## src/sdra_map.vh

```
// Register offsets, reset values and timing counts of the register bank.
// Assumes it is included once per file by its bare name.
//
// How it works
// - Wide values are big endian, MSB first
// - Upper byte held until LSB is written
// - Freeze stops internal status updates
// - Identification write lasts until next reset
// - Stored configuration replaces defaults at power-up
// - Both monitor failure masks reset to 0x66
// - Soak times reset to 0xAA and 0x55
// - Input zero base frequency resets 0x9C40
// - Both interrupt masks reset to zero
// - Input buffer type resets to 0x10
// - Writing 0x01 to 0x7F toggles page
`ifndef SDRA_MAP_VH
`define SDRA_MAP_VH

`define SDRA_OFF_CHIP_ID 7'h00
`define SDRA_OFF_IN_FAIL_ST 7'h02
`define SDRA_OFF_LOOP_ST 7'h03
`define SDRA_OFF_IN_FAIL_MASK 7'h04
`define SDRA_OFF_LOOP_MASK 7'h05
`define SDRA_OFF_MON_UP_ST 7'h06
`define SDRA_OFF_MON_LO_ST 7'h07
`define SDRA_OFF_MON_UP_MASK 7'h08
`define SDRA_OFF_MON_LO_MASK 7'h09
`define SDRA_OFF_BUF_TYPE 7'h0A
`define SDRA_OFF_SOAK_DISQ 7'h0B
`define SDRA_OFF_SOAK_QUAL 7'h0C
`define SDRA_OFF_FREEZE 7'h0D
`define SDRA_OFF_FREQ_MSB 7'h10
`define SDRA_OFF_FREQ_LSB 7'h11
`define SDRA_OFF_PAGE 7'h7F

`define SDRA_RST_STATUS 8'h00
`define SDRA_RST_IRQ_MASK 8'h00
`define SDRA_RST_MON_MASK 8'h66
`define SDRA_RST_BUF_TYPE 8'h10
`define SDRA_RST_SOAK_DISQ 8'hAA
`define SDRA_RST_SOAK_QUAL 8'h55
`define SDRA_RST_FREEZE 8'h00
`define SDRA_RST_FREQ 16'h9C40
// Upper byte of the frequency default, seeds the hidden hold byte
`define SDRA_RST_FREQ_HOLD 8'h9C
`define SDRA_FREEZE_ON 8'h01
`define SDRA_PAGE_TOGGLE 8'h01

// Host-side settling wait, in ms, and its cycle count at 250 MHz
`define SDRA_CLK_MHZ 250
`define SDRA_HOST_WAIT_MS 10
`define SDRA_HOST_WAIT_CYC (`SDRA_HOST_WAIT_MS * 1000 * `SDRA_CLK_MHZ)

`endif

```

## src/sdra_regbank.v

```verilog
// Register bank behind the serial host port of the clock device.
// Assumes a serial engine on clk delivering one-cycle byte accesses and
// internal monitors on clk raising one-cycle event vectors.
`timescale 1ns/100ps
`default_nettype none
`include "sdra_map.vh"

module sdra_regbank #(
    // Arbitrary neutral identification value
    parameter [7:0] CHIP_ID = 8'hA5
) (
    input wire clk,
    input wire nrst,
    input wire reg_wr,
    input wire reg_rd,
    input wire [6:0] reg_addr,
    input wire [7:0] reg_wdata,
    output reg [7:0] reg_rdata_ff,
    output reg reg_rvalid_ff,
    input wire otp_we,
    input wire [6:0] otp_addr,
    input wire [7:0] otp_data,
    input wire [7:0] ev_input_fail,
    input wire [7:0] ev_loop,
    input wire [7:0] ev_mon_upper,
    input wire [7:0] ev_mon_lower,
    output reg page_ff,
    output reg [7:0] freeze_ff,
    output reg [7:0] chip_id_ff,
    output reg [7:0] in_fail_st_ff,
    output reg [7:0] loop_st_ff,
    output reg [7:0] mon_up_st_ff,
    output reg [7:0] mon_lo_st_ff,
    output reg [7:0] in_fail_mask_ff,
    output reg [7:0] loop_mask_ff,
    output reg [7:0] mon_up_mask_ff,
    output reg [7:0] mon_lo_mask_ff,
    output reg [7:0] buf_type_ff,
    output reg [7:0] soak_disq_ff,
    output reg [7:0] soak_qual_ff,
    output reg [15:0] base_freq_ff
);

    reg [7:0] freq_hold_ff;
    wire host_wr;
    wire wr_any;
    wire [6:0] wa;
    wire [7:0] wd;
    wire frozen;
    reg [7:0] nxt_rdata;
    // One strobe per register so no register block has to decode the address itself
    wire page_we;
    wire id_we;
    wire freeze_we;
    wire in_fail_st_we;
    wire loop_st_we;
    wire mon_up_st_we;
    wire mon_lo_st_we;
    wire in_fail_mask_we;
    wire loop_mask_we;
    wire mon_up_mask_we;
    wire mon_lo_mask_we;
    wire buf_type_we;
    wire soak_disq_we;
    wire soak_qual_we;
    wire freq_msb_we;
    wire freq_lsb_we;

    function hit;
        input [6:0] a;
        input [6:0] off;
        begin
            hit = (a == off);
        end
    endfunction

    // Status update on one latched register: set while unfrozen, host write while frozen
    function [7:0] sticky;
        input [7:0] cur;
        input [7:0] ev;
        input lock;
        input wr;
        input [7:0] d;
        begin
            if (!lock) begin
                sticky = cur | ev;
            end else if (wr) begin
                sticky = d;
            end else begin
                sticky = cur;
            end
        end
    endfunction

    // Upper page holds nothing here but the page register, so other host writes there are dropped
    assign host_wr = reg_wr & ~page_ff;
    // Stored configuration loads take the port ahead of the host
    assign wr_any = otp_we | host_wr;
    assign wa = otp_we ? otp_addr : reg_addr;
    assign wd = otp_we ? otp_data : reg_wdata;
    assign frozen = (freeze_ff != `SDRA_RST_FREEZE);

    assign page_we = reg_wr && hit(reg_addr, `SDRA_OFF_PAGE) &&
        (reg_wdata == `SDRA_PAGE_TOGGLE);
    assign id_we = host_wr && hit(reg_addr, `SDRA_OFF_CHIP_ID);
    assign freeze_we = host_wr && hit(reg_addr, `SDRA_OFF_FREEZE);
    assign in_fail_st_we = host_wr && hit(reg_addr, `SDRA_OFF_IN_FAIL_ST);
    assign loop_st_we = host_wr && hit(reg_addr, `SDRA_OFF_LOOP_ST);
    assign mon_up_st_we = host_wr && hit(reg_addr, `SDRA_OFF_MON_UP_ST);
    assign mon_lo_st_we = host_wr && hit(reg_addr, `SDRA_OFF_MON_LO_ST);
    assign in_fail_mask_we = wr_any && hit(wa, `SDRA_OFF_IN_FAIL_MASK);
    assign loop_mask_we = wr_any && hit(wa, `SDRA_OFF_LOOP_MASK);
    assign mon_up_mask_we = wr_any && hit(wa, `SDRA_OFF_MON_UP_MASK);
    assign mon_lo_mask_we = wr_any && hit(wa, `SDRA_OFF_MON_LO_MASK);
    assign buf_type_we = wr_any && hit(wa, `SDRA_OFF_BUF_TYPE);
    assign soak_disq_we = wr_any && hit(wa, `SDRA_OFF_SOAK_DISQ);
    assign soak_qual_we = wr_any && hit(wa, `SDRA_OFF_SOAK_QUAL);
    assign freq_msb_we = wr_any && hit(wa, `SDRA_OFF_FREQ_MSB);
    assign freq_lsb_we = wr_any && hit(wa, `SDRA_OFF_FREQ_LSB);

    // Page register is reachable from both pages
    // page toggle
    always @(posedge clk or negedge nrst) begin
        if (!nrst) begin
            page_ff <= 1'b0;
        end else if (page_we) begin
            page_ff <= ~page_ff;
        end
    end

    always @(posedge clk or negedge nrst) begin
        if (!nrst) begin
            chip_id_ff <= CHIP_ID;
        end else if (id_we) begin
            chip_id_ff <= reg_wdata;
        end
    end

    always @(posedge clk or negedge nrst) begin
        if (!nrst) begin
            freeze_ff <= `SDRA_RST_FREEZE;
        end else if (freeze_we) begin
            freeze_ff <= reg_wdata;
        end
    end

    always @(posedge clk or negedge nrst) begin
        if (!nrst) begin
            in_fail_st_ff <= `SDRA_RST_STATUS;
        end else begin
            in_fail_st_ff <= sticky(in_fail_st_ff, ev_input_fail, frozen,
                in_fail_st_we, reg_wdata);
        end
    end

    always @(posedge clk or negedge nrst) begin
        if (!nrst) begin
            loop_st_ff <= `SDRA_RST_STATUS;
        end else begin
            loop_st_ff <= sticky(loop_st_ff, ev_loop, frozen,
                loop_st_we, reg_wdata);
        end
    end

    always @(posedge clk or negedge nrst) begin
        if (!nrst) begin
            mon_up_st_ff <= `SDRA_RST_STATUS;
        end else begin
            mon_up_st_ff <= sticky(mon_up_st_ff, ev_mon_upper, frozen,
                mon_up_st_we, reg_wdata);
        end
    end

    always @(posedge clk or negedge nrst) begin
        if (!nrst) begin
            mon_lo_st_ff <= `SDRA_RST_STATUS;
        end else begin
            mon_lo_st_ff <= sticky(mon_lo_st_ff, ev_mon_lower, frozen,
                mon_lo_st_we, reg_wdata);
        end
    end

    // Configuration registers; stored values arrive over the load port after reset
    // stored configuration load
    always @(posedge clk or negedge nrst) begin
        if (!nrst) begin
            in_fail_mask_ff <= `SDRA_RST_IRQ_MASK;
        end else if (in_fail_mask_we) begin
            in_fail_mask_ff <= wd;
        end
    end

    always @(posedge clk or negedge nrst) begin
        if (!nrst) begin
            loop_mask_ff <= `SDRA_RST_IRQ_MASK;
        end else if (loop_mask_we) begin
            loop_mask_ff <= wd;
        end
    end

    always @(posedge clk or negedge nrst) begin
        if (!nrst) begin
            mon_up_mask_ff <= `SDRA_RST_MON_MASK;
        end else if (mon_up_mask_we) begin
            mon_up_mask_ff <= wd;
        end
    end

    always @(posedge clk or negedge nrst) begin
        if (!nrst) begin
            mon_lo_mask_ff <= `SDRA_RST_MON_MASK;
        end else if (mon_lo_mask_we) begin
            mon_lo_mask_ff <= wd;
        end
    end

    always @(posedge clk or negedge nrst) begin
        if (!nrst) begin
            buf_type_ff <= `SDRA_RST_BUF_TYPE;
        end else if (buf_type_we) begin
            buf_type_ff <= wd;
        end
    end

    always @(posedge clk or negedge nrst) begin
        if (!nrst) begin
            soak_disq_ff <= `SDRA_RST_SOAK_DISQ;
        end else if (soak_disq_we) begin
            soak_disq_ff <= wd;
        end
    end

    always @(posedge clk or negedge nrst) begin
        if (!nrst) begin
            soak_qual_ff <= `SDRA_RST_SOAK_QUAL;
        end else if (soak_qual_we) begin
            soak_qual_ff <= wd;
        end
    end

    // The held byte is invisible; reads show the applied value so a half
    // written frequency never reaches the loop logic
    // big endian pairing
    always @(posedge clk or negedge nrst) begin
        if (!nrst) begin
            freq_hold_ff <= `SDRA_RST_FREQ_HOLD;
        end else if (freq_msb_we) begin
            freq_hold_ff <= wd;
        end
    end

    always @(posedge clk or negedge nrst) begin
        if (!nrst) begin
            base_freq_ff <= `SDRA_RST_FREQ;
        end else if (freq_lsb_we) begin
            base_freq_ff <= {freq_hold_ff, wd};
        end
    end

    always @* begin
        nxt_rdata = 8'h00;
        if (hit(reg_addr, `SDRA_OFF_PAGE)) begin
            nxt_rdata = {7'h00, page_ff};
        end else if (!page_ff) begin
            case (reg_addr)
                `SDRA_OFF_CHIP_ID: nxt_rdata = chip_id_ff;
                `SDRA_OFF_IN_FAIL_ST: nxt_rdata = in_fail_st_ff;
                `SDRA_OFF_LOOP_ST: nxt_rdata = loop_st_ff;
                `SDRA_OFF_IN_FAIL_MASK: nxt_rdata = in_fail_mask_ff;
                `SDRA_OFF_LOOP_MASK: nxt_rdata = loop_mask_ff;
                `SDRA_OFF_MON_UP_ST: nxt_rdata = mon_up_st_ff;
                `SDRA_OFF_MON_LO_ST: nxt_rdata = mon_lo_st_ff;
                `SDRA_OFF_MON_UP_MASK: nxt_rdata = mon_up_mask_ff;
                `SDRA_OFF_MON_LO_MASK: nxt_rdata = mon_lo_mask_ff;
                `SDRA_OFF_BUF_TYPE: nxt_rdata = buf_type_ff;
                `SDRA_OFF_SOAK_DISQ: nxt_rdata = soak_disq_ff;
                `SDRA_OFF_SOAK_QUAL: nxt_rdata = soak_qual_ff;
                `SDRA_OFF_FREEZE: nxt_rdata = freeze_ff;
                `SDRA_OFF_FREQ_MSB: nxt_rdata = base_freq_ff[15:8];
                `SDRA_OFF_FREQ_LSB: nxt_rdata = base_freq_ff[7:0];
                default: nxt_rdata = 8'h00;
            endcase
        end
    end

    always @(posedge clk or negedge nrst) begin
        if (!nrst) begin
            reg_rdata_ff <= 8'h00;
            reg_rvalid_ff <= 1'b0;
        end else begin
            reg_rvalid_ff <= reg_rd;
            if (reg_rd) begin
                reg_rdata_ff <= nxt_rdata;
            end
        end
    end

endmodule // sdra_regbank

`default_nettype wire

```

## config.mk

```make
export PLATFORM = sky130hd
export DESIGN_NAME = sdra_regbank
export DESIGN_NICKNAME = d
export VERILOG_FILES = /design/src/sdra_regbank.v
export VERILOG_INCLUDE_DIRS = /design/src /design/src/src
export SDC_FILE = /design/constraint.sdc
export NUM_CORES = 1
export LEC_CHECK = 0
export ABC_AREA = 1
export BUFFER_PORTS_ARGS = -buffer_cell sky130_fd_sc_hd__buf_2
export CORE_AREA = 2 2 126 128
export CTS_CLUSTER_SIZE = 20
export DETAILED_ROUTE_END_ITERATION = 7
export DIE_AREA = 0 0 128 130
export GPL_ROUTABILITY_DRIVEN = 0
export PLACE_DENSITY = 0.74
export SLEW_MARGIN = 40
export SYNTH_ARGS = -nofsm -noshare
export SYNTH_HDL_FRONTEND = slang
export SYNTH_SLANG_ARGS = --single-unit
```

## constraint.sdc

```tcl
create_clock -name clk -period 1.9 [get_ports clk]
set_clock_uncertainty 0.2 [all_clocks]
set_input_delay 0.095 -clock clk [delete_from_list [all_inputs] [get_ports clk]]
set_output_delay 0.095 -clock clk [all_outputs]
set_load 0.05 [all_outputs]
```

# Word-level counts from Yosys, hierarchy flattened
# Index checks and enable logic that the tools add are counted.
# word_totals
n_memories	0
latch_bits	0
ramBits	0
word_cells	86
rom_bits	0
reg_bits	138
# classes
n_reduce_logical	19
n_mul	0
shifts	0
mux	13
magnitude_cmp	0
n_div	0
addsub	0
bitwise_logic	7
n_eq_ne	29
# ops
op	n
one-hot mux 8 bit (15 select lines)	1
two-way mux 8 bit	11
== test 7 x 4 -> 1 bit, second input constant	11
== test 7 x 3 -> 1 bit, second input constant	6
OR 8 bit	4
== test 7 x 5 -> 1 bit, second input constant	4
logical AND 1 bit	17
== test 7 x 2 -> 1 bit, second input constant	2
== test 8 x 1 -> 1 bit, second input constant	1
!= test 2 x 1 -> 1 bit, second input constant	4
nonzero test 8 bit	1
== test 7 bit, second input constant	1
logical NOT 7 bit	1
two-way mux 7 bit	1
AND 1 bit	1
inverter 1 bit	1
OR 1 bit	1

# Longest topological paths before layout
# logic_depth
depth_word	5
depth_mapped	13
ltp_nobuf	11

# Least setup slack after synthesis
# Ideal clock, no wire load.
# synth_timing
kind	reg2reg
start	reg page_ff
end	reg in_fail_mask_ff[3]
setup_slack_ps	-305
setup_time_ps	145
path_buffers	1
stages_incl_launch_ff	11
arrival_time_ps	1860
cell_sequence	dfrtp_1 -> inv_1 -> nand2_1 -> inv_1 -> nor2_1 -> inv_1 -> nand3_1 -> nor2_2 -> nand2_2 -> buf_2 -> o21ai_0
# synth_via
elab_chain_cells	4
# synth_rtl
item	line_no	text
start, declared	sdra_regbank.v:27	output reg page_ff,
start signal, assigned	sdra_regbank.v:127	page_ff <= ~page_ff;
inverter 1 bit	sdra_regbank.v:96	assign host_wr = reg_wr & ~page_ff;
AND 1 bit	sdra_regbank.v:96	
OR 1 bit	sdra_regbank.v:98	assign wr_any = otp_we | host_wr;
logical AND 1 bit	sdra_regbank.v:111	assign in_fail_mask_we = wr_any && hit(wa, `SDRA_OFF_IN_FAIL_MASK);
end signal, assigned	sdra_regbank.v:187	in_fail_mask_ff <= `SDRA_RST_IRQ_MASK;
end signal, assigned	sdra_regbank.v:189	in_fail_mask_ff <= wd;
end, declared	sdra_regbank.v:34	output reg [7:0] in_fail_mask_ff,
# No other way between the ends.
# A chain may end at the register's enable or synchronous reset.

# Final worst setup path
# layout_timing
start	reg freeze_ff[1]
end	reg loop_st_ff[0]
# layout_via
elab_chain_cells	2
word_cells_on_any_way	3
classes_between	eq/ne (1); mux (1); reduce/logical (1)
# layout_rtl
item	line_no	text
start, declared	sdra_regbank.v:28	output reg [7:0] freeze_ff,
start signal, assigned	sdra_regbank.v:141	freeze_ff <= `SDRA_RST_FREEZE;
start signal, assigned	sdra_regbank.v:143	freeze_ff <= reg_wdata;
nonzero test 8 bit (no source line) *	-	
!= test 2 x 1 -> 1 bit (no source line) or two-way mux 8 bit (tied branches)	-	
end signal, assigned	sdra_regbank.v:158	loop_st_ff <= `SDRA_RST_STATUS;
end signal, assigned	sdra_regbank.v:160	loop_st_ff <= sticky(loop_st_ff, ev_loop, frozen,
end, declared	sdra_regbank.v:31	output reg [7:0] loop_st_ff,
# Every way passes the cells marked *; elsewhere a longest branch is shown, timed or not.

==> results.rst <==
.. list-table::
   :header-rows: 1

   * - Metric
     - Value
   * - Largest voltage drop on the vdd net
     - 0.665 mV
   * - Total number of vias
     - about 7800
   * - Sink Count
     - roughly 140
   * - # IOs
     - approximately 200
   * - Clock tree from TritonCTS
     - yes
   * - Synthesized cell area
     - approximately 0.007 mm²
   * - Commonest non-fill, non-tap cell in the layout
     - nand2_1
   * - Effective utilization at floorplan
     - 0.467
   * - Core area
     - between 0.015 and 0.02 mm²
   * - Die boundary height
     - between 100 and 150 µm
   * - Detailed router's first-iteration violation count
     - a little over 800
   * - Post-Syn Area per Cell
     - 7.61 µm²
   * - Ratio of total power to cell area
     - around 860 mW/mm²
   * - Buffer cell driving the clock tree root
     - clkbuf_16
   * - Wire length per cell after detailed routing
     - approximately 17 µm
   * - Leading post-synthesis cells by cell area
     - dfrtp_1 (38%), nand2_1 (15%), dfstp_2 (11%)
   * - Crit-path max FO
     - 16
   * - Number of standard cells in the final layout excluding fillers
     - roughly 1400
   * - Maximum level of the CTS H-tree
     - 4
   * - CTS max path bufs
     - 2
   * - First-pass GRT wire length
     - a little under 40000 µm
   * - Number of global-route vias before repair
     - roughly 7300
   * - Clock-pin transition on the worst setup and hold timing paths
     - 0.06 ns
   * - Register-to-register path setup slack
     - 0.03 ns
   * - Final #Nets
     - around 1300
   * - Worst setup path category
     - reg -> reg
   * - Cell accounting for the most synthesized area
     - dfrtp_1
   * - Slew headroom
     - 0.578
   * - Drt pass-1 iters
     - 5
   * - Run status
     - completed
   * - Synth-to-Final Area Change
     - 37.3%
   * - Most frequent cells in the layout
     - nand2_1 (284), buf_2 (195), nand3_1 (126), dfrtp_1 (99), o21ai_0 (97)
   * - Slew at the pin closest to its max-slew limit
     - approximately 0.63 ns
   * - Setup repair after global routing missed its margin
     - yes
   * - Filler cells
     - 1303
   * - Share of synthesized registers carrying an async set or reset
     - 1.00
   * - Residual DRC count
     - 0
   * - Number of buffers added on ports
     - around 200
   * - Overall power of the completed layout
     - 8.52 mW
   * - Post-layout util
     - 0.642
   * - Max Clk Rate
     - 0.536 GHz
   * - Critical Path AT
     - between 1.5 and 2 ns
   * - Maximum number of pins on one net before global-route repair
     - 56
   * - Final antenna-violating net count
     - 0
   * - Share of cells above drive strength 1
     - 0.285
   * - Placed cell count
     - around 1300
   * - Area of the die
     - between 0.015 and 0.02 mm²
   * - Count of flip-flops with a built-in enable after synthesis
     - 0
   * - Mean number of vias per cell
     - ~5.4
   * - Type of origin of the critical path
     - flip-flop
   * - Part of the Yosys area used for sequential elements
     - 0.484
   * - Leakage power summed over all cells
     - 5.00 nW
   * - Final setup violation count
     - 0
   * - Total of flip-flops plus latches after synthesis
     - 138
   * - Number of library cell types mapped by synthesis
     - 34
   * - Post-route minimum period
     - 1.87 ns
   * - Worst setup slack after placement
     - -0.0243 ns
   * - Worst path required time
     - between 2 and 2.5 ns
   * - Final WS setup
     - 0.0349 ns
   * - GRT overflow
     - 0
   * - Top_reg_cell synth
     - dfrtp_1
   * - Number of cell rows
     - 46
   * - Number of maximum-capacitance constraint violations
     - 0
   * - Total GRT Usage
     - 0.304
   * - Post-route fraction of the period consumed by the critical path
     - 0.982
   * - Number of hold violations in the final report
     - 0
   * - Max-slew violations
     - 0
   * - Clock latency reported for the late side of the worst-skew pair
     - 0.42 ns
   * - Total wire length after detailed routing
     - about 25000 µm
   * - Width of the chip
     - 128 µm
   * - Class of the tightest hold or removal check
     - in -> reg
   * - Synthesized net count
     - 1014
   * - Total CTS buffers
     - 17
   * - Cell count after synthesis
     - approximately 950
   * - Worst setup EP type
     - flip-flop
   * - Ys Warns
     - 0
   * - Number of antenna violations at the first check in global routing
     - 0
   * - Dpl hpwl
     - about 18000 µm
   * - Area share of the leading cell type in the synthesized netlist
     - 0.375
-- final timing paths --
check | to | cells past startpoint | startpoint
worst max-delay path | loop_st_ff[0] | 7 | freeze_ff[1]
worst min register to register | base_freq_ff[12] | 2 | base_freq_ff[12]
min in group asynchronous | buf_type_ff[3] | 3 | nrst
worst min-delay path | in_fail_mask_ff[0] | 6 | otp_addr[3]
max in group asynchronous | mon_lo_mask_ff[6] | 4 | nrst
worst max register to register | loop_st_ff[0] | 7 | freeze_ff[1]
-- cells by family after synthesis --
family	after synthesis	synth area share
buffers and inverters	118	0.0708
AOI/OAI and AO/OA	170	0.133
DFF	138	0.484
and+or+nand+nor	520	0.311
xor gates and xnor gates	1	0.00122
-- registers in the layout, indices dropped and copies added (netlist names), 8 cells and up --
signal           flops
chip_id_ff           8
buf_type_ff          8
in_fail_st_ff        8
freq_hold_ff         8
mon_lo_mask_ff       8
reg_rdata_ff         8
freeze_ff            8
loop_st_ff           8
base_freq_ff        16
soak_disq_ff         8
mon_up_mask_ff       8
mon_lo_st_ff         8
soak_qual_ff         8
loop_mask_ff         8
mon_up_st_ff         8
in_fail_mask_ff      8
-- power by group --
group          switching (mW)  internal (mW)
Sequential              0.190           3.18
Combinational            1.14          0.427
Clock                    1.22           2.37
-- Yosys cell counts (2+ instances only) --
cell type / instances
nand2_1: 287
nand3_1: 126
dfrtp_1: 108
o21ai_0: 97
inv_1: 80
nor2_1: 79
dfstp_2: 30
a31oi_1: 24
o21ai_1: 24
buf_2: 15
o21ai_2: 15
clkbuf_1: 12
o211ai_1: 8
buf_6: 6
nor2_2: 6
nand2_4: 3
nand3_2: 3
nor3_1: 3
a21oi_1: 2
inv_2: 2
nand2_2: 2
nor4_1: 2
or2_1: 2
-- critical path: stages (launching register included) --
cell     delay, ns
dfrtp_2       0.44
nor2_1        0.11
nand2_1       0.07
nor2_2        0.21
inv_1         0.18
o21ai_2       0.29
nor2_1        0.08
a31oi_1       0.20
-- layout make-up --
class | instances | area, µm² | share of cell area
diodes | 1 | 2.50 | 0.000253
clock buffers | 25 | 505 | 0.0511
clock inverters | 7 | 135 | 0.0137
inverters | 83 | 314 | 0.0317
multi-input cells | 691 | 3250 | 0.328
flip-flops and latches | 138 | 3500 | 0.354
well taps | 192 | 240 | 0.0243
repair buffers | 297 | 1950 | 0.197
-- layer usage --
layer,track usage,wire (µm),vias up,part of all wire
li1,-,-,3671,-
met1,0.410,10600,3659,0.43
met2,0.490,11900,385,0.48
met3,0.0480,1580,68,0.064
met4,0.134,774,0,0.031
met5,0,0,-,0
-- metrics by stage --
step | hold WS, ns | area (µm²) | TNS [ns]
4_1_cts | 0.0197 | 9860 | 0
3_5_place_dp | -0.117 | 8680 | -0.0515
3_3_place_gp | -0.121 | 8680 | 0
6_report | 0.111 | 9900 | 0
2_1_floorplan | -0.401 | 7240 | -0.0658
5_1_grt | 0.145 | 9900 | -1.37
-- timing repair --
item	CTS	global route
setup endpoints to repair	0	57
endpoints found under the hold margin	212	0
gates resized for setup	0	3
buffers inserted	0	2
hold buffers	54	0
Power figures use the tool's default switching activity.
